## src/rtl/sbrg_pkg.sv

```systemverilog
/*
  Shared constants and types of the serial baud rate generator.
  Assumes a single system clock; all users import the whole package.
*/
package sbrg_pkg;

  // ********************************************************
  // Register map (word index on the plain register port)
  // ********************************************************
  localparam logic [2:0] SBRG_ADDR_BAUD_CONTROL = 3'h0;
  localparam logic [2:0] SBRG_ADDR_RX_STATUS = 3'h1;
  localparam logic [2:0] SBRG_ADDR_DIV_LOW = 3'h2;
  localparam logic [2:0] SBRG_ADDR_DIV_HIGH = 3'h3;
  localparam logic [2:0] SBRG_ADDR_TX_STATUS = 3'h4;
  localparam logic [2:0] SBRG_ADDR_IRQ_STATUS = 3'h5;
  localparam logic [2:0] SBRG_ADDR_IRQ_MASK = 3'h6;

  // ********************************************************
  // Field positions
  // ********************************************************
  localparam int SBRG_BC_OVF = 7;
  localparam int SBRG_BC_IDLE = 6;
  localparam int SBRG_BC_POL = 4;
  localparam int SBRG_BC_WIDE = 3;
  localparam int SBRG_BC_WAKE = 1;
  localparam int SBRG_BC_ABD = 0;
  localparam int SBRG_RC_SPEN = 7;
  localparam int SBRG_TX_SYNC = 4;
  localparam int SBRG_TX_HIGH = 2;
  localparam int SBRG_IRQ_WAKE = 0;
  localparam int SBRG_IRQ_ABD_DONE = 1;
  localparam int SBRG_IRQ_ABD_OVF = 2;

  // ********************************************************
  // Reset values and counts
  // ********************************************************
  localparam logic [7:0] SBRG_RST_REG = 8'h00;
  localparam logic [7:0] SBRG_BC_WR_MASK = 8'h1b;
  localparam logic [2:0] SBRG_IRQ_BITS = 3'h7;
  localparam logic [5:0] SBRG_PRE_LOW64 = 6'h3f;
  localparam logic [5:0] SBRG_PRE_MID16 = 6'h0f;
  localparam logic [5:0] SBRG_PRE_FAST4 = 6'h03;
  localparam logic [2:0] SBRG_ABD_EDGES = 3'h4;
  localparam int SBRG_ABD_SHIFT = 3;

  // Mode bits that steer the timer and the pin
  typedef struct packed {
    logic spen;
    logic sync;
    logic high_speed;
    logic wide;
    logic polarity;
  } sbrg_cfg_t;

  // Auto-baud measurement states, Gray along the path
  typedef enum logic [1:0] {
    SBRG_ABD_IDLE = 2'b00,
    SBRG_ABD_WAIT = 2'b01,
    SBRG_ABD_MEAS = 2'b11
  } sbrg_abd_t;

endpackage

```

## src/rtl/sbrg_count.sv

```systemverilog
/*
  Wrapping up-counter used as prescaler and as baud timer.
  Assumes clear and enable are synchronous to clk_in.
*/
module sbrg_count #(
  parameter int WIDTH = 16
) (
  // Clock and reset
  input wire logic clk_in,
  input wire logic nrst_in,
  // Control
  input wire logic clr_in,
  input wire logic en_in,
  input wire logic [WIDTH-1:0] limit_in,
  // Status
  output logic wrap_out
);

  logic [WIDTH-1:0] cnt_q;

  // Wrap is combinational so the caller sees it in the same cycle
  assign wrap_out = en_in && !clr_in && (cnt_q == limit_in);

  // Count from zero up to the limit, then restart
  always_ff @(posedge clk_in or negedge nrst_in) begin
    if (!nrst_in) begin
      cnt_q <= '0;
    end else if (clr_in || wrap_out) begin
      cnt_q <= '0;
    end else if (en_in) begin
      cnt_q <= cnt_q + {{(WIDTH-1){1'b0}}, 1'b1};
    end
  end

endmodule // sbrg_count

```

## src/rtl/sbrg_fall.sv

```systemverilog
/*
  Falling edge detector for the receive line.
  Assumes the line is already synchronous to clk_in.
*/
module sbrg_fall (
  // Clock and reset
  input wire logic clk_in,
  input wire logic nrst_in,
  // Line and edge
  input wire logic line_in,
  output logic fall_out
);

  logic prev_q;

  // Line idles high, so reset to one avoids a false edge
  always_ff @(posedge clk_in or negedge nrst_in) begin
    if (!nrst_in) begin
      prev_q <= 1'b1;
    end else begin
      prev_q <= line_in;
    end
  end

  assign fall_out = prev_q && !line_in;

endmodule // sbrg_fall

```

## src/rtl/sbrg_top.sv

```systemverilog
/*
  Baud rate generator and baud control logic of the enhanced serial unit.
  Assumes a plain register port (read data one cycle later), a receiver
  that reports busy, and a transmitter that consumes the baud tick.
*/
// Function
// - Overflow flag, bit 7, set on auto-baud timer overflow; read-only, resets 0.
// - Receiver idle flag, bit 6, reads 1 while idle, 0 while receiving.
// - Async: polarity 1 inverts transmit data on the transmit/clock pin.
// - Sync: polarity 1 clocks on rising edge, 0 on falling edge.
// - Baud timer is 8-bit by default, 16-bit with wide select bit 3.
// - Async: wake enable waits for falling edge, sets receive flag, then clears itself.
// - Async: auto-baud enable bit 0 starts detection; hardware clears it when done.
// - Divisor high gives bits 15:8, low gives bits 7:0 of timer period.
// - Async multiplier uses high-speed and wide bits; sync ignores high-speed.
// - Writing either divisor register clears the baud timer at once.
// - Rate Fosc/64(n+1) 8-bit slow, /16(n+1) 16-bit slow, /4(n+1) sync.
// - Baud control bits 5 and 2 read zero and ignore writes.
// - Sync select 1 chooses synchronous, 0 asynchronous operation.
// - Async high-speed select 1 picks fast multiplier, 0 the slow one.
module sbrg_top (
  // Clock and reset
  input wire logic clk_in,
  input wire logic nrst_in,
  // Register port
  input wire logic [2:0] addr_in,
  input wire logic [7:0] wdata_in,
  input wire logic wr_in,
  input wire logic rd_in,
  output logic [7:0] rdata_out,
  // Receiver side
  input wire logic rx_in,
  input wire logic rx_busy_in,
  output logic receive_flag_out,
  // Transmitter side
  input wire logic tx_data_in,
  input wire logic sync_clk_in,
  output logic transmit_clock_pin_out,
  output logic clk_rise_out,
  // Baud tick and interrupt
  output logic baud_tick_out,
  output logic irq_out
);
  import sbrg_pkg::*;

  // ********************************************************
  // Declarations
  // ********************************************************
  logic [7:0] rx_status_q;
  logic [7:0] tx_status_q;
  logic [7:0] div_low_q;
  logic [7:0] div_high_q;
  logic polarity_q;
  logic wide_q;
  logic wake_q;
  logic abd_en_q;
  logic abd_ovf_q;
  logic idle_q;
  logic [2:0] irq_stat_q;
  logic [2:0] irq_mask_q;
  logic [2:0] irq_set;
  sbrg_abd_t abd_state_q;
  logic [2:0] abd_edges_q;
  logic [15:0] abd_cnt_q;
  logic abd_done;
  logic abd_overflow;
  logic [15:0] abd_result;
  sbrg_cfg_t cfg;
  logic wr_bc;
  logic wr_div;
  logic rx_fall;
  logic pre_wrap;
  logic baud_wrap;
  logic [5:0] pre_limit;
  logic [15:0] baud_limit;
  logic timer_clr;

  // ********************************************************
  // Helper functions
  // ********************************************************

  // Prescale limit: one less than the period multiplier
  function automatic logic [5:0] mult_limit(input sbrg_cfg_t c);
    logic [5:0] lim;
    lim = SBRG_PRE_LOW64;
    if (c.sync) begin
      lim = SBRG_PRE_FAST4;
    end else if (c.wide && c.high_speed) begin
      lim = SBRG_PRE_FAST4;
    end else if (c.wide || c.high_speed) begin
      lim = SBRG_PRE_MID16;
    end
    return lim;
  endfunction

  // Register port decode, used by the write strobes; reads decode with a case
  function automatic logic hit(input logic [2:0] a, input logic [2:0] r);
    return a == r;
  endfunction

  // ********************************************************
  // Mode bits and decodes
  // ********************************************************

  // Mode bits gathered for the timer and pin logic
  assign cfg.spen = rx_status_q[SBRG_RC_SPEN];
  assign cfg.sync = tx_status_q[SBRG_TX_SYNC];
  assign cfg.high_speed = tx_status_q[SBRG_TX_HIGH];
  assign cfg.wide = wide_q;
  assign cfg.polarity = polarity_q;

  // Write strobes of interest
  assign wr_bc = wr_in && hit(addr_in, SBRG_ADDR_BAUD_CONTROL);
  assign wr_div = wr_in && (hit(addr_in, SBRG_ADDR_DIV_LOW) ||
                           hit(addr_in, SBRG_ADDR_DIV_HIGH));

  // ********************************************************
  // Baud timer
  // ********************************************************

  // Timer limit: the divisor pair, high half dropped in 8-bit mode
  assign baud_limit = wide_q ? {div_high_q, div_low_q}
                             : {8'h00, div_low_q};
  assign pre_limit = mult_limit(cfg);

  // Divisor writes restart the count; disabled port holds it in reset
  assign timer_clr = wr_div || abd_done || !cfg.spen;

  // Prescaler gives the multiplier, timer gives the n+1 factor
  sbrg_count #(.WIDTH(6)) u_pre (
    .clk_in(clk_in),
    .nrst_in(nrst_in),
    .clr_in(timer_clr),
    .en_in(1'b1),
    .limit_in(pre_limit),
    .wrap_out(pre_wrap)
  );

  sbrg_count #(.WIDTH(16)) u_timer (
    .clk_in(clk_in),
    .nrst_in(nrst_in),
    .clr_in(timer_clr),
    .en_in(pre_wrap),
    .limit_in(baud_limit),
    .wrap_out(baud_wrap)
  );

  // One-cycle tick per baud period
  always_ff @(posedge clk_in or negedge nrst_in) begin
    if (!nrst_in) begin
      baud_tick_out <= 1'b0;
    end else begin
      baud_tick_out <= baud_wrap;
    end
  end

  // ********************************************************
  // Receive line edge
  // ********************************************************
  sbrg_fall u_fall (
    .clk_in(clk_in),
    .nrst_in(nrst_in),
    .line_in(rx_in),
    .fall_out(rx_fall)
  );

  // ********************************************************
  // Auto-baud measurement
  // ********************************************************

  // A 0x55 frame gives five falling edges over eight bit times
  assign abd_done = (abd_state_q == SBRG_ABD_MEAS) && rx_fall &&
                    (abd_edges_q == SBRG_ABD_EDGES);
  assign abd_overflow = (abd_state_q == SBRG_ABD_MEAS) && pre_wrap &&
                        (abd_cnt_q == 16'hffff);
  // Eight bit times of prescaled ticks, divided down to n
  assign abd_result = (abd_cnt_q >> SBRG_ABD_SHIFT) - 16'h0001;

  // Measurement sequencer; ignored in synchronous mode
  always_ff @(posedge clk_in or negedge nrst_in) begin
    if (!nrst_in) begin
      abd_state_q <= SBRG_ABD_IDLE;
      abd_edges_q <= 3'h0;
      abd_cnt_q <= 16'h0000;
    end else begin
      case (abd_state_q)
        SBRG_ABD_IDLE: begin
          if (abd_en_q && !cfg.sync) begin
            abd_state_q <= SBRG_ABD_WAIT;
          end
        end
        SBRG_ABD_WAIT: begin
          abd_cnt_q <= 16'h0000;
          abd_edges_q <= 3'h0;
          if (!abd_en_q || cfg.sync) begin
            abd_state_q <= SBRG_ABD_IDLE;
          end else if (rx_fall) begin
            abd_state_q <= SBRG_ABD_MEAS;
            abd_edges_q <= 3'h1; // Start bit edge is the first of five
          end
        end
        SBRG_ABD_MEAS: begin
          if (pre_wrap) begin
            abd_cnt_q <= abd_cnt_q + 16'h0001;
          end
          if (rx_fall) begin
            abd_edges_q <= abd_edges_q + 3'h1;
          end
          if (abd_done || abd_overflow || !abd_en_q || cfg.sync) begin
            abd_state_q <= SBRG_ABD_IDLE;
          end
        end
        default: begin
          abd_state_q <= SBRG_ABD_IDLE;
        end
      endcase
    end
  end

  // Enable bit: software sets, hardware clears on completion
  always_ff @(posedge clk_in or negedge nrst_in) begin
    if (!nrst_in) begin
      abd_en_q <= 1'b0;
    end else if (abd_done || abd_overflow) begin
      abd_en_q <= 1'b0;
    end else if (wr_bc) begin
      abd_en_q <= wdata_in[SBRG_BC_ABD];
    end
  end

  // Overflow flag, read-only; cleared when a new detection starts
  always_ff @(posedge clk_in or negedge nrst_in) begin
    if (!nrst_in) begin
      abd_ovf_q <= 1'b0;
    end else if (abd_overflow) begin
      abd_ovf_q <= 1'b1;
    end else if (wr_bc && wdata_in[SBRG_BC_ABD]) begin
      abd_ovf_q <= 1'b0;
    end
  end

  // ********************************************************
  // Wake on edge and receiver idle
  // ********************************************************

  // Wake enable clears itself once the receive flag is raised
  always_ff @(posedge clk_in or negedge nrst_in) begin
    if (!nrst_in) begin
      wake_q <= 1'b0;
      receive_flag_out <= 1'b0;
    end else begin
      receive_flag_out <= wake_q && !cfg.sync && rx_fall;
      if (receive_flag_out) begin
        wake_q <= 1'b0;
      end else if (wr_bc) begin
        wake_q <= wdata_in[SBRG_BC_WAKE];
      end
    end
  end

  // Idle follows the receiver; software polls it before clock moves
  always_ff @(posedge clk_in or negedge nrst_in) begin
    if (!nrst_in) begin
      idle_q <= 1'b1;
    end else begin
      idle_q <= !rx_busy_in;
    end
  end

  // ********************************************************
  // Software registers
  // ********************************************************

  // Baud control writable fields; bits 5 and 2 have no storage
  always_ff @(posedge clk_in or negedge nrst_in) begin
    if (!nrst_in) begin
      polarity_q <= 1'b0;
      wide_q <= 1'b0;
    end else if (wr_bc) begin
      polarity_q <= wdata_in[SBRG_BC_POL];
      wide_q <= wdata_in[SBRG_BC_WIDE];
    end
  end

  // Divisor pair; auto-baud result loads both halves
  always_ff @(posedge clk_in or negedge nrst_in) begin
    if (!nrst_in) begin
      div_low_q <= SBRG_RST_REG;
      div_high_q <= SBRG_RST_REG;
    end else if (abd_done) begin
      div_low_q <= abd_result[7:0];
      div_high_q <= abd_result[15:8];
    end else if (wr_in) begin
      if (hit(addr_in, SBRG_ADDR_DIV_LOW)) begin
        div_low_q <= wdata_in;
      end
      if (hit(addr_in, SBRG_ADDR_DIV_HIGH)) begin
        div_high_q <= wdata_in;
      end
    end
  end

  // Status and control registers of receiver and transmitter
  always_ff @(posedge clk_in or negedge nrst_in) begin
    if (!nrst_in) begin
      rx_status_q <= SBRG_RST_REG;
      tx_status_q <= SBRG_RST_REG;
    end else if (wr_in) begin
      if (hit(addr_in, SBRG_ADDR_RX_STATUS)) begin
        rx_status_q <= wdata_in;
      end
      if (hit(addr_in, SBRG_ADDR_TX_STATUS)) begin
        tx_status_q <= wdata_in;
      end
    end
  end

  // ********************************************************
  // Interrupts
  // ********************************************************
  assign irq_set = {abd_overflow, abd_done, receive_flag_out};

  // Sticky status, write one to clear; a new event beats the clear
  always_ff @(posedge clk_in or negedge nrst_in) begin
    if (!nrst_in) begin
      irq_stat_q <= 3'h0;
    end else begin
      irq_stat_q <= irq_set | (irq_stat_q &
        ~((wr_in && hit(addr_in, SBRG_ADDR_IRQ_STATUS)) ?
          wdata_in[2:0] : 3'h0));
    end
  end

  // Mask register, same layout as the status
  always_ff @(posedge clk_in or negedge nrst_in) begin
    if (!nrst_in) begin
      irq_mask_q <= 3'h0;
    end else if (wr_in && hit(addr_in, SBRG_ADDR_IRQ_MASK)) begin
      irq_mask_q <= wdata_in[2:0] & SBRG_IRQ_BITS;
    end
  end

  // Level interrupt; one cycle behind the status bits
  always_ff @(posedge clk_in or negedge nrst_in) begin
    if (!nrst_in) begin
      irq_out <= 1'b0;
    end else begin
      irq_out <= |(irq_stat_q & irq_mask_q);
    end
  end

  // ********************************************************
  // Pin outputs
  // ********************************************************

  // Async inverts data on demand; sync passes the shift clock
  always_ff @(posedge clk_in or negedge nrst_in) begin
    if (!nrst_in) begin
      transmit_clock_pin_out <= 1'b1;
      clk_rise_out <= 1'b0;
    end else begin
      if (cfg.sync) begin
        transmit_clock_pin_out <= sync_clk_in;
      end else begin
        transmit_clock_pin_out <= tx_data_in ^ cfg.polarity;
      end
      clk_rise_out <= cfg.sync && polarity_q;
    end
  end

  // ********************************************************
  // Read data
  // ********************************************************

  // Data stands only in the cycle after the strobe; unmapped reads zero
  always_ff @(posedge clk_in or negedge nrst_in) begin
    if (!nrst_in) begin
      rdata_out <= 8'h00;
    end else if (rd_in) begin
      case (addr_in)
        SBRG_ADDR_BAUD_CONTROL: begin
          rdata_out <= {abd_ovf_q, idle_q, 1'b0, polarity_q,
                        wide_q, 1'b0, wake_q, abd_en_q};
        end
        SBRG_ADDR_RX_STATUS: begin
          rdata_out <= rx_status_q;
        end
        SBRG_ADDR_DIV_LOW: begin
          rdata_out <= div_low_q;
        end
        SBRG_ADDR_DIV_HIGH: begin
          rdata_out <= div_high_q;
        end
        SBRG_ADDR_TX_STATUS: begin
          rdata_out <= tx_status_q;
        end
        SBRG_ADDR_IRQ_STATUS: begin
          rdata_out <= {5'h00, irq_stat_q};
        end
        SBRG_ADDR_IRQ_MASK: begin
          rdata_out <= {5'h00, irq_mask_q};
        end
        default: begin
          rdata_out <= 8'h00;
        end
      endcase
    end else begin
      rdata_out <= 8'h00;
    end
  end

endmodule // sbrg_top

```

## config.mk

```make
export PLATFORM = sky130hd
export DESIGN_NAME = sbrg_top
export DESIGN_NICKNAME = d
export VERILOG_FILES = /design/src/rtl/sbrg_pkg.sv /design/src/rtl/sbrg_count.sv /design/src/rtl/sbrg_fall.sv /design/src/rtl/sbrg_top.sv
export SDC_FILE = /design/constraint.sdc
export NUM_CORES = 1
export LEC_CHECK = 0
export ABC_AREA = 1
export BUFFER_PORTS_ARGS = -buffer_cell sky130_fd_sc_hd__clkbuf_2
export CAP_MARGIN = 20
export CELL_PAD_IN_SITES_DETAIL_PLACEMENT = 2
export CELL_PAD_IN_SITES_GLOBAL_PLACEMENT = 2
export CORE_MARGIN = 2
export CORE_UTILIZATION = 37
export CTS_CLUSTER_DIAMETER = 40
export DETAILED_ROUTE_END_ITERATION = 7
export PLACE_DENSITY_LB_ADDON = 0.1
export SLEW_MARGIN = 20
export SYNTH_ARGS = -nofsm -noshare
export SYNTH_HDL_FRONTEND = slang
export SYNTH_SLANG_ARGS = --single-unit
```

## constraint.sdc

```tcl
create_clock -name clk_in -period 2.6 [get_ports clk_in]
set_clock_uncertainty 0.15 [all_clocks]
set_input_delay 0.39 -clock clk_in [delete_from_list [all_inputs] [get_ports clk_in]]
set_output_delay 0.39 -clock clk_in [all_outputs]
set_load 0.1 [all_outputs]
```

Word-level counts from Yosys, hierarchy flattened
Cells that the tools add are included.

Bitwise logic cells: 5. Muxes and demuxes: 34. Reductions and logical operators: 52. Equal/unequal tests: 17. $add $sub $neg: 5.

Operator list (count): 2-to-1 mux 16 bit (4); 2-to-1 mux 8 bit (7); one-hot mux 8 bit (7 select lines) (1); adder 16 x 1 -> 16 bit, second input constant (2); one-hot mux 16 bit (2 select lines) (1); 2-to-1 mux 6 bit (4); logical AND 1 bit (18); == test 16 bit (1); == test 16 bit, second input constant (1); nonzero test 2 bit (8); subtractor 13 x 1 -> 14 bit, second input constant (1); == test 3 bit, second input constant (4); AND reduction 2 bit (6); logical OR 1 bit (10); 2-to-1 mux 1 bit (9); 2-to-1 mux 2 bit (4); adder 6 x 1 -> 6 bit, second input constant (1); bitwise AND 3 bit (2); == test 3 x 2 -> 1 bit, second input constant (2); == test 6 bit (1); zero test 1 bit (6); 2-to-1 mux 3 bit (2); inequality test 2 bit, second input constant (3); one-hot mux 2 bit (3 select lines) (1); 14 further kinds (14).

Input port bits: 19. Word-level logic and storage cells: 137. Bits in registers: 101. Output and inout port bits: 13.

Depth between registers and ports, before layout
Gate-level depths: netlist of run 1.

Depth in word-level cells: 15. Mapped depth: 13. Depth with buffers taken out: 12.

By module
A second synthesis of run 1 with hierarchy kept.

Cells, all modules: 816. Area, all modules: 6103.4 um^2.

Modules (own cells, without submodules): sbrg_top (seq. area each 1954.4 um^2, area an instance 4289.1 um^2, times used 1, cells each 551); sbrg_count (u_timer) (seq. area each 400.4 um^2, area an instance 1285.0 um^2, times used 1, cells each 196); sbrg_count (u_pre) (seq. area each 150.1 um^2, area an instance 493.0 um^2, times used 1, cells each 66); sbrg_fall (seq. area each 26.3 um^2, area an instance 36.3 um^2, times used 1, cells each 3).

Worst setup path after synthesis of run 1
No wires, ideal clock.

Path type: reg2reg. Start point: register abd_cnt_q[3]. End point: register div_high_q[4]. Required time: 2.363 ns. Data arrival time: 1.690 ns. Clock period less this slack: 1.928 ns. Setup time: 0.087 ns. Stages on the path, launching flop included: 12. Path buffers: 1. Setup slack: 0.672 ns. Cells stage by stage: dfrtp_1 > clkbuf_1 > inv_1 > ha_1 > inv_1 > nor2_1 > nand4_1 > nor2_1 > nand2_1 > xor2_1 > nand2_1 > a22oi_1.

Longest elaborated chain between the ends: 2.

Ends and longest elaborated chain: start, declared (RTL line sbrg_top.sv:64) `logic [15:0] abd_cnt_q;`; start signal, assigned (RTL line sbrg_top.sv:204) `abd_cnt_q <= abd_cnt_q + 16'h0001;`; subtractor 13 x 1 -> 14 bit (RTL line sbrg_top.sv:177) `assign abd_result = (abd_cnt_q >> SBRG_ABD_SHIFT) - 16'h0001;`; 2-to-1 mux 8 bit (RTL line sbrg_top.sv:290) `end else if (abd_done) begin`; end signal, assigned (RTL line sbrg_top.sv:292) `div_high_q <= abd_result[15:8];`; end signal, assigned (RTL line sbrg_top.sv:298) `div_high_q <= wdata_in;`; end, declared (RTL line sbrg_top.sv:52) `logic [7:0] div_high_q;`.

No other way between the ends. A chain may end at the register's enable or synchronous reset.

Worst setup path after layout of run 1
Start point: input port rx_in. End point: register abd_cnt_q[4].

Longest elaborated chain between the ends: 10.

Ends and longest elaborated chain: start, declared (RTL line sbrg_top.sv:32) `input wire logic rx_in,`; zero test 1 bit (RTL line sbrg_fall.sv:25) `assign fall_out = prev_q && !line_in;`; logical AND 1 bit (RTL line sbrg_fall.sv:25); logical AND 1 bit (2 in series) (RTL line sbrg_top.sv:172) `assign abd_done = (abd_state_q == SBRG_ABD_MEAS) && rx_fall &&`; logical OR 1 bit (2 in series) (RTL line sbrg_top.sv:127) `assign timer_clr = wr_div || abd_done || !cfg.spen;`; zero test 1 bit (RTL line sbrg_count.sv:22) `assign wrap_out = en_in && !clr_in && (cnt_q == limit_in);`; logical AND 1 bit (RTL line sbrg_count.sv:22); inequality test 2 bit (no line); AND reduction 2 bit (no line).

No other way between the ends.

==> impl_metrics.json, run 1 <==
{
  "seq_power_share_pct": 44.7,
  "ys.warnings.count": 0,
  "ys_async_sr_fraction_pct": 100.0,
  "portBuffers": 31,
  "die_height_um": 127.4,
  "min_from": "sync_clk_in",
  "hold-worst-slack_ns": 0.09142,
  "finish.utilization_pct": 42.29,
  "viasPerCell": 5.388,
  "crit_type": "input pin to register",
  "syn_to_final_growth_pct": 12.86,
  "power_density_nw_per_um2": 673.9,
  "ant_nets": 0,
  "irDropWorstVdd_mv": 0.3241,
  "vias": 5113,
  "crit_fanout": 20,
  "holdPathStages": 3,
  "synth_common_cells": "nand2_1, inv_1, dfrtp_1",
  "ys_ff_latch": 101,
  "syn_nets": 744,
  "crit_buf_inv": 3,
  "hold_end": "transmit_clock_pin_out$_DFF_PN1_",
  "cts_buffers": 9,
  "gr-usage-all-layers_pct": 24.54,
  "crit_slowest_cell": "dlygate4sd3_1",
  "cts_tree": "done",
  "clk_latency_ns": 0.36,
  "cp_top_family": "simple AND/OR/NAND/NOR gates",
  "diodes": 0,
  "relSlewSlack_pct": 58.67,
  "clock_path_buffers": 2,
  "synth_area_leaders": "dfrtp_1, nand2_1, inv_1",
  "p_clk_share_pct": 33.6,
  "fin_nets": 782,
  "rows": 45,
  "crit_arrival_ns": 2.49,
  "tightest_slew_ns": 0.6185,
  "maxSlewViolCount": 0,
  "grt_pass1_wl_um": 31040,
  "cts_max_level": 3,
  "ioPinCount": 32,
  "routed_wl_um": 18730,
  "netlist.area_leader.share_pct": 43.54,
  "die_width_um": 127.4,
  "yosysSeqAreaShare_pct": 44.94,
  "clkSlewWorstSetupHoldPaths_ns": 0.07,
  "yosysTopAreaCell": "dfrtp_1",
  "core-area_sq_um": 15030,
  "yosysUniqueCellTypes": 40,
  "reg2reg_to": "abd_cnt_q[4]$_DFFE_PN0P_",
  "cp-start-kind": "input pin",
  "worst_path_largest_cell_delay_ns": 0.52,
  "cap_violations": 0,
  "status": "complete, no violations",
  "initial_core_util_pct": 37.47,
  "gp_congestion": 0.8279,
  "cp-end-kind": "register",
  "pwr-share-comb_pct": 21.7,
  "reg2regPathDepth": 11,
  "ctsResizeCount": 0,
  "crit_path_frequent_cell": "nand2_1",
  "timing.rr.start": "wide_q$_DFFE_PN0P_",
  "p_int_mw": 2.777,
  "first_pass_iters": 4,
  "synth_edf_count": 0,
  "crit_required_ns": 2.70,
  "fmaxAchievable_ghz": 0.4185,
  "netlist_instances": 718,
  "drive_above_1_share_pct": 10.78,
  "power_switching_mw": 1.507,
  "dpl-instance-area_sq_um": 6020,
  "total_power_mw": 4.284,
  "synth.most_common_cell": "nand2_1",
  "power.leakage_nw": 3.119,
  "avgRoutedWirePerCell_um": 19.73,
  "fin_crit_sh_pct": 91.91,
  "p_sw_share_pct": 35.17,
  "rsz0062_at_grt": "no",
  "antenna_found_initial": 0,
  "grt_max_degree": 38,
  "grt_overflow": 0,
  "fin_crit_ns": 2.390,
  "fin_area_sq_um": 6357,
  "hpwl_um": 14500,
  "hold_path_class": "input pin to register",
  "r2r_setup_slack_ns": 0.30,
  "synthFlopType": "dfrtp_1",
  "clock-sinks": 101,
  "netlist_area_sq_um": 5633,
  "avgSynthCellArea_sq_um": 7.845,
  "drc_errors": 0,
  "postCtsSetupBuffers": 0,
  "setup_viol": 0,
  "drtIter0Drc": 202,
  "root_buffer": "clkbuf_16",
  "tns_ns": 0,
  "ctsHoldBuffers": 3,
  "dieArea_sq_um": 16230,
  "crit_chain": "dlygate4sd3_1 > clkbuf_2 > inv_1 > nand2_1 > nor2_4 > nand2_2 > nand3_4 > nor2_8 > nand2_8 > nand2_4 > nand2_1 > nand2_1 > nor2_1",
  "hold_violations": 0,
  "grt_pass1_vias": 5806
}
worst reg2reg max path: stages (launching register included):
cell	delay [ns]
dfrtp_1	0.57
nand2_1	0.13
nand2_1	0.08
nand2_1	0.05
nand2_1	0.10
nand3_4	0.17
nor2_8	0.34
nand2_8	0.14
nand2_4	0.24
nand2_1	0.10
nand2_1	0.08
nor2_1	0.05
flip-flops by register name (all words and copies together) (netlist names), 2 cells and up:
| register | cells |
|---|---|
| abd_cnt_q | 16 |
| u_timer.cnt_q | 16 |
| div_high_q | 8 |
| div_low_q | 8 |
| rdata_out | 8 |
| rx_status_q | 8 |
| tx_status_q | 8 |
| u_pre.cnt_q | 6 |
| abd_edges_q | 3 |
| irq_mask_q | 3 |
| irq_stat_q | 3 |
| abd_state_q | 2 |
kinds of logic after synthesis:
kind of cell	share of synthesized area, %
simple gates	26.26
xor+xnor	6.220
flops	44.94
fa+ha+maj	1.555
compound gates	12.08
buf+inv	8.951
per-stage QoR:
stage	worst slack, ns	std cells
after floorplan	0.6725	718
after global placement	0.4418	930
after detailed placement	0.3029	930
after CTS	0.2137	949
after global routing	0.09350	949
final	0.2103	949
worst max path at each step:
stage,start,endpoint,slack (ns),depth (start not counted)
after CTS,rx_in,abd_cnt_q[4]$_DFFE_PN0P_,0.21,13
after floorplan,abd_cnt_q[3]$_DFFE_PN0P_,div_high_q[4]$_DFFE_PN0P_,0.67,11
after global placement,addr_in[2],abd_cnt_q[4]$_DFFE_PN0P_,0.44,12
after detailed placement,wide_q$_DFFE_PN0P_,abd_cnt_q[4]$_DFFE_PN0P_,0.30,11
after global routing,wide_q$_DFFE_PN0P_,abd_cnt_q[10]$_DFFE_PN0P_,0.09,10
final,rx_in,abd_cnt_q[4]$_DFFE_PN0P_,0.21,13
placed cells by master (no fill, tap or decap), types with 7 or more instances in the layout:
master	count
a21oi_1	17
dfrtp_1	98
nand2_1	160
xor2_1	34
nor3_1	17
nand4_1	23
inv_1	104
o22ai_1	8
o21ai_0	58
clkbuf_2	30
nor2_1	74
clkbuf_16	9
nand3_1	34
buf_4	7
ha_1	7
power groups by stage:
stage	registers (mW)	logic, mW	clock network [mW]
6_report	1.92	0.928	1.44
5_1_grt	1.94	1.03	1.52
4_1_cts	1.92	0.944	1.48
3_5_place_dp	1.95	0.932	0
3_3_place_gp	1.93	0.883	0
2_1_floorplan	2.05	0.530	0
area by class of cell:
class	count	area, sq um
Fill cell	1723	8676
Multi-Input combinational cell	492	2597
Clock buffer	10	239.0
Clock inverter	6	68.82
Tap cell	188	235.2
Sequential cell	101	2531
Inverter	110	412.9
Timing Repair Buffer	42	272.8
routing by layer:
metal  global-route usage (%)  part of all wire [%]  vias to the layer above
met3                    4.188                   2.6                       21
met5                        0                     0                        -
met2                    43.72                    52                       62
li1                         -                     -                     2407
met4                    5.624                   1.4                        0
met1                    31.18                    44                     2623
No activity file was read; power rests on OpenSTA's default activity.
==> run 2, diff against run 1 <==
==> constraint.sdc (replaced) <==
create_clock -name clk_in -period 2.25 [get_ports clk_in]
set_clock_uncertainty 0.15 [all_clocks]
set_input_delay 0.3375 -clock clk_in [delete_from_list [all_inputs] [get_ports clk_in]]
set_output_delay 0.3375 -clock clk_in [all_outputs]
set_load 0.1 [all_outputs]
==> run 2 against run 1 <==
- setup slack lost 0.054 ns
- sequential share of layout area shrank 0.76 points
- critical path depth down 1
- power rose by 19%
- clock power increased by 22%
- die area did not move
- first-iteration DRC count grew 10%
- final cell count increased by 0.95%
- sequential power grew 16%
- cell area up 2.0%
- register-to-register slack lost 0.10 ns
- critical path type unchanged
- largest power group unchanged
- highest routed layer unchanged
==> impl_metrics.json, run 2 (same netlist as run 1, synthesis figures left out) <==
{
  "seq_power_share_pct": 43.8,
  "vias": 5126,
  "crit_required_ns": 2.35,
  "die_height_um": 127.4,
  "cts_buffers": 9,
  "fin_crit_sh_pct": 93.04,
  "initial_core_util_pct": 37.47,
  "setup_viol": 0,
  "multi_input_area_sq_um": 2619,
  "hold-worst-slack_ns": 0.04699,
  "status": "complete, no violations",
  "portBuffers": 31,
  "crit_fanout": 4,
  "dieArea_sq_um": 16230,
  "root_buffer": "clkbuf_16",
  "cap_violations": 0,
  "hold_path_class": "input pin to register",
  "clkSlewWorstSetupHoldPaths_ns": 0.08,
  "fillerInstances": 1734,
  "power_density_nw_per_um2": 785.0,
  "grt_pass1_wl_um": 31820,
  "reg2regPathDepth": 10,
  "cp-end-kind": "register",
  "routed_wl_um": 19310,
  "holdPathStages": 3,
  "tns_ns": 0,
  "hold_violations": 0,
  "hpwl_um": 14940,
  "gr-usage-all-layers_pct": 25.17,
  "layout_commonest_cell": "nand2_1",
  "finish.utilization_pct": 43.14,
  "seq_area_sq_um": 2532,
  "p_sw_share_pct": 34.91,
  "first_pass_iters": 4,
  "clock_path_buffers": 2,
  "avgRoutedWirePerCell_um": 20.16,
  "largest_registers": "abd_cnt_q (16), u_timer.cnt_q (16)",
  "maxSlewViolCount": 0,
  "power_switching_mw": 1.777,
  "clock-sinks": 101,
  "grt_max_degree": 39,
  "grt_pass1_vias": 5822,
  "fin_crit_ns": 2.093,
  "grt_overflow": 0,
  "setup_slack_ns": 0.1566,
  "cts_max_level": 3,
  "irDropWorstVdd_mv": 0.4029,
  "cp-start-kind": "input pin",
  "drc_errors": 0,
  "drtIter0Drc": 223,
  "core-area_sq_um": 15030,
  "crit_type": "input pin to register",
  "diodes": 0,
  "rows": 45,
  "p_clk_share_pct": 34.6,
  "pwr-share-comb_pct": 21.7,
  "layout_common_cells": "nand2_1, inv_1, dfrtp_1",
  "power.leakage_nw": 3.168,
  "rsz0062_at_grt": "no",
  "syn_to_final_growth_pct": 15.13,
  "drive_above_1_share_pct": 12.47,
  "cts_tree": "done",
  "antenna_found_initial": 0,
  "gp_congestion": 0.8347,
  "fmaxAchievable_ghz": 0.4777,
  "tightest_slew_ns": 0.6081,
  "viasPerCell": 5.351,
  "relSlewSlack_pct": 59.36,
  "crit_arrival_ns": 2.19,
  "clk_latency_ns": 0.36,
  "postCtsSetupBuffers": 0,
  "p_int_mw": 3.314,
  "ant_nets": 0,
  "ioPinCount": 32,
  "dp_slack_ns": 0.04111,
  "die_width_um": 127.4,
  "fin_nets": 791
}
-- run 2: final timing paths --
kind,from,endpoint,slack (ns)
setup / recovery,rx_in,abd_cnt_q[9]$_DFFE_PN0P_,0.16
hold / removal,sync_clk_in,transmit_clock_pin_out$_DFF_PN1_,0.05
setup reg to reg,abd_cnt_q[4]$_DFFE_PN0P_,div_high_q[4]$_DFFE_PN0P_,0.20
hold reg to reg,u_pre.cnt_q[0]$_DFF_PN0_,u_pre.cnt_q[0]$_DFF_PN0_,0.32
max in group asynchronous,nrst_in,u_fall.prev_q$_DFF_PN1_,1.06
min in group asynchronous,nrst_in,u_timer.cnt_q[7]$_DFFE_PN0P_,0.29
-- run 2: layout make-up --
class | count | share of cell area, %
multi-input cells | 492 | 40.38
clock buffers | 9 | 3.473
well taps | 188 | 3.627
clock inverters | 7 | 1.601
repair buffers | 51 | 5.441
flip-flops and latches | 101 | 39.05
inverters | 110 | 6.425
-- run 2: power by group through the flow --
stage / sequential (mW) / clock [mW] / combinational, mW
4_1_cts: 2.23 / 1.80 / 1.10
3_5_place_dp: 2.26 / 0 / 1.09
5_1_grt: 2.25 / 1.86 / 1.22
6_report: 2.23 / 1.76 / 1.10
3_3_place_gp: 2.24 / 0 / 1.03
2_1_floorplan: 2.37 / 0 / 0.613
-- run 2: metrics by stage --
step	instance area, sq um	instances	total power [mW]
5_1_grt	6485	958	5.332
3_5_place_dp	6100	939	3.341
4_1_cts	6460	958	5.130
3_3_place_gp	6100	939	3.268
2_1_floorplan	5633	718	2.981
6_report	6485	958	5.091
-- run 2: worst max-delay path: stages --
cell	delay [ns]
dlygate4sd3_1	0.53
clkbuf_2	0.11
inv_1	0.04
nand2_1	0.17
nor2_4	0.06
nand2_2	0.12
nand3_4	0.14
nor3_1	0.31
buf_4	0.20
nand3_1	0.07
nand2_1	0.06
a21oi_1	0.04
-- run 2: repair_timing --
action / in CTS / in global routing
hold buffers: 3 / 0
endpoints found under the setup margin: 4 / 10
cloned: 0 / 0
pin swaps: 0 / 0
gates resized for setup: 1 / 6
endpoints found under the hold margin: 25 / 0
-- run 2: per-layer routing --
metal	up-vias	share of wire, %	wire length, um	track usage [%]
li1	2422	-	-	-
met4	0	1.7	330	6.723
met2	51	52	10020	45.17
met5	-	0	0	0
met1	2628	45	8613	31.62
met3	25	1.8	348	3.769
==> run 3, diff against run 2 <==
--- a/config.mk
+++ b/config.mk
@@ -7,12 +7,13 @@
 export LEC_CHECK = 0
 export ABC_AREA = 1
 export BUFFER_PORTS_ARGS = -buffer_cell sky130_fd_sc_hd__clkbuf_2
-export CAP_MARGIN = 20
-export CELL_PAD_IN_SITES_DETAIL_PLACEMENT = 2
+export CAP_MARGIN = 10
+export CELL_PAD_IN_SITES_DETAIL_PLACEMENT = 0
 export CELL_PAD_IN_SITES_GLOBAL_PLACEMENT = 2
 export CORE_MARGIN = 2
 export CORE_UTILIZATION = 37
 export CTS_CLUSTER_DIAMETER = 40
+export CTS_CLUSTER_SIZE = 10
 export DETAILED_ROUTE_END_ITERATION = 7
 export PLACE_DENSITY_LB_ADDON = 0.1
 export SLEW_MARGIN = 20
==> run 3 against run 2 <==
- non-clock buffer count is the same
- first-iteration DRC count increased by 17%
- hold slack worse by 0.0058 ns
- sequential power barely moved
- cell area is 0.73% lower
- global-route usage fell by 4.6 points
- routed wire length decreased by 19%
- setup slack gained 0.0042 ns
- count of clock-buffer cells in the layout stayed put
- final cell count is the same
- critical path type unchanged
- critical endpoint is now abd_state_q[0]$_DFFE_PN0P_
- largest power group unchanged
==> impl_metrics.json, run 3 (same netlist as run 1, synthesis figures left out) <==
{
  "status": "complete, no violations",
  "drtIter0Drc": 262,
  "ant_nets": 0,
  "gp_congestion": 0.8347,
  "crit_slowest_cell": "dlygate4sd3_1",
  "crit_required_ns": 2.35,
  "dpl-instance-area_sq_um": 6100,
  "hold_violations": 0,
  "crit_arrival_ns": 2.19,
  "fmaxAchievable_ghz": 0.4786,
  "layout_common_cells": "nand2_1, inv_1, dfrtp_1",
  "drive_above_1_share_pct": 11.95,
  "tightest_slew_ns": 0.5625,
  "dp_slack_ns": 0.1348,
  "hold_path_class": "input pin to register",
  "ioPinCount": 32,
  "stdcell_count": 958,
  "reg2reg_to": "u_timer.cnt_q[5]$_DFFE_PN0P_",
  "maxSlewViolCount": 0,
  "syn_to_final_growth_pct": 14.28,
  "diodes": 0,
  "cp-end-kind": "register",
  "clock-sinks": 101,
  "grt_pass1_wl_um": 26050,
  "timing.rr.start": "wide_q$_DFFE_PN0P_",
  "fin_nets": 791,
  "avgRoutedWirePerCell_um": 16.39,
  "dieArea_sq_um": 16230,
  "die_width_um": 127.4,
  "crit_path_frequent_cell": "nand2_1",
  "setup_viol": 0,
  "postCtsSetupBuffers": 0,
  "min_from": "sync_clk_in",
  "fin_crit_sh_pct": 92.85,
  "crit_fanout": 5,
  "layout_commonest_cell": "nand2_1",
  "viasPerCell": 5.071,
  "cts_max_level": 3,
  "cap_violations": 0,
  "hold_end": "transmit_clock_pin_out$_DFF_PN1_",
  "root_buffer": "clkbuf_16",
  "fin_crit_ns": 2.089,
  "reg2regPathDepth": 9,
  "core-area_sq_um": 15030,
  "initial_core_util_pct": 37.47,
  "drc_errors": 0,
  "antenna_found_initial": 0,
  "power.leakage_nw": 3.173,
  "clkSlewWorstSetupHoldPaths_ns": 0.08,
  "dp_cells": 939,
  "largest_registers": "abd_cnt_q (16), u_timer.cnt_q (16)",
  "clock_path_buffers": 2,
  "fin_area_sq_um": 6437,
  "power_density_nw_per_um2": 758.8,
  "cts_tree": "done",
  "irDropWorstVdd_mv": 0.3835,
  "die_height_um": 127.4,
  "worst_path_largest_cell_delay_ns": 0.52,
  "holdPathStages": 3,
  "tns_ns": 0,
  "cp-start-kind": "input pin",
  "first_pass_iters": 5,
  "gr-usage-all-layers_pct": 20.56,
  "hpwl_um": 12270,
  "portBuffers": 31,
  "rsz0062_at_grt": "no",
  "hold-worst-slack_ns": 0.04120,
  "grt_max_degree": 39,
  "rows": 45,
  "relSlewSlack_pct": 62.41,
  "vias": 4858,
  "crit_chain": "dlygate4sd3_1 > clkbuf_2 > inv_1 > nand2_1 > nor2_4 > nand2_2 > nand3_4 > nor2_8 > nand3_2 > nand3_1 > nand2_1 > nand2_1 > nand2_1",
  "crit_type": "input pin to register",
  "setup_slack_ns": 0.1608,
  "grt_pass1_vias": 4904,
  "cts_buffers": 9,
  "r2r_setup_slack_ns": 0.22,
  "routed_wl_um": 15700,
  "clk_latency_ns": 0.35,
  "finish.utilization_pct": 42.82,
  "total_power_mw": 4.885,
  "grt_overflow": 0
}
run 3: what timing repair did:
action	in CTS	in global routing
endpoints found under the hold margin	25	0
setup endpoints to repair	0	10
hold buffers	3	0
resized for setup	0	1
run 3: metal layers:
metal,part of all wire [%],wire [um],track usage (%)
met4,0.76,119,3.749
met1,49,7637,28.09
met5,0,0,0
met3,3.1,483,4.104
met2,48,7459,34.35
run 3: worst max-delay path by stage:
stage,from,to,slack [ns]
floorplan,abd_cnt_q[3]$_DFFE_PN0P_,div_high_q[4]$_DFFE_PN0P_,0.32
global placement,wide_q$_DFFE_PN0P_,u_timer.cnt_q[8]$_DFFE_PN0P_,0.17
detailed placement,wide_q$_DFFE_PN0P_,u_timer.cnt_q[5]$_DFFE_PN0P_,0.13
CTS,wide_q$_DFFE_PN0P_,u_timer.cnt_q[5]$_DFFE_PN0P_,0.12
global route,rx_in,abd_cnt_q[15]$_DFFE_PN0P_,0.02
finish,rx_in,abd_state_q[0]$_DFFE_PN0P_,0.16
run 3: final cells by class:
class	instances	area, sq um
repair buffers	51	352.8
well taps	188	235.2
flip-flops and latches	101	2532
multi-input cells	492	2597
inverters	110	412.9
fillers	1577	8596
clock inverters	7	81.33
clock buffers	9	225.2
run 3: critical path: cells and delay by family:
kind,cells,cell delay (ns)
buf+inv,3,0.66
simple gates,10,1.17
run 3: report_power, final:
group | internal (mW) | switching [mW] | leakage (nW) | total (mW)
Clock | 0.884 | 0.756 | 0.153 | 1.64
Combinational | 0.292 | 0.744 | 1.70 | 1.04
Sequential | 2.02 | 0.188 | 1.32 | 2.21
Total | 3.20 | 1.69 | 3.17 | 4.88
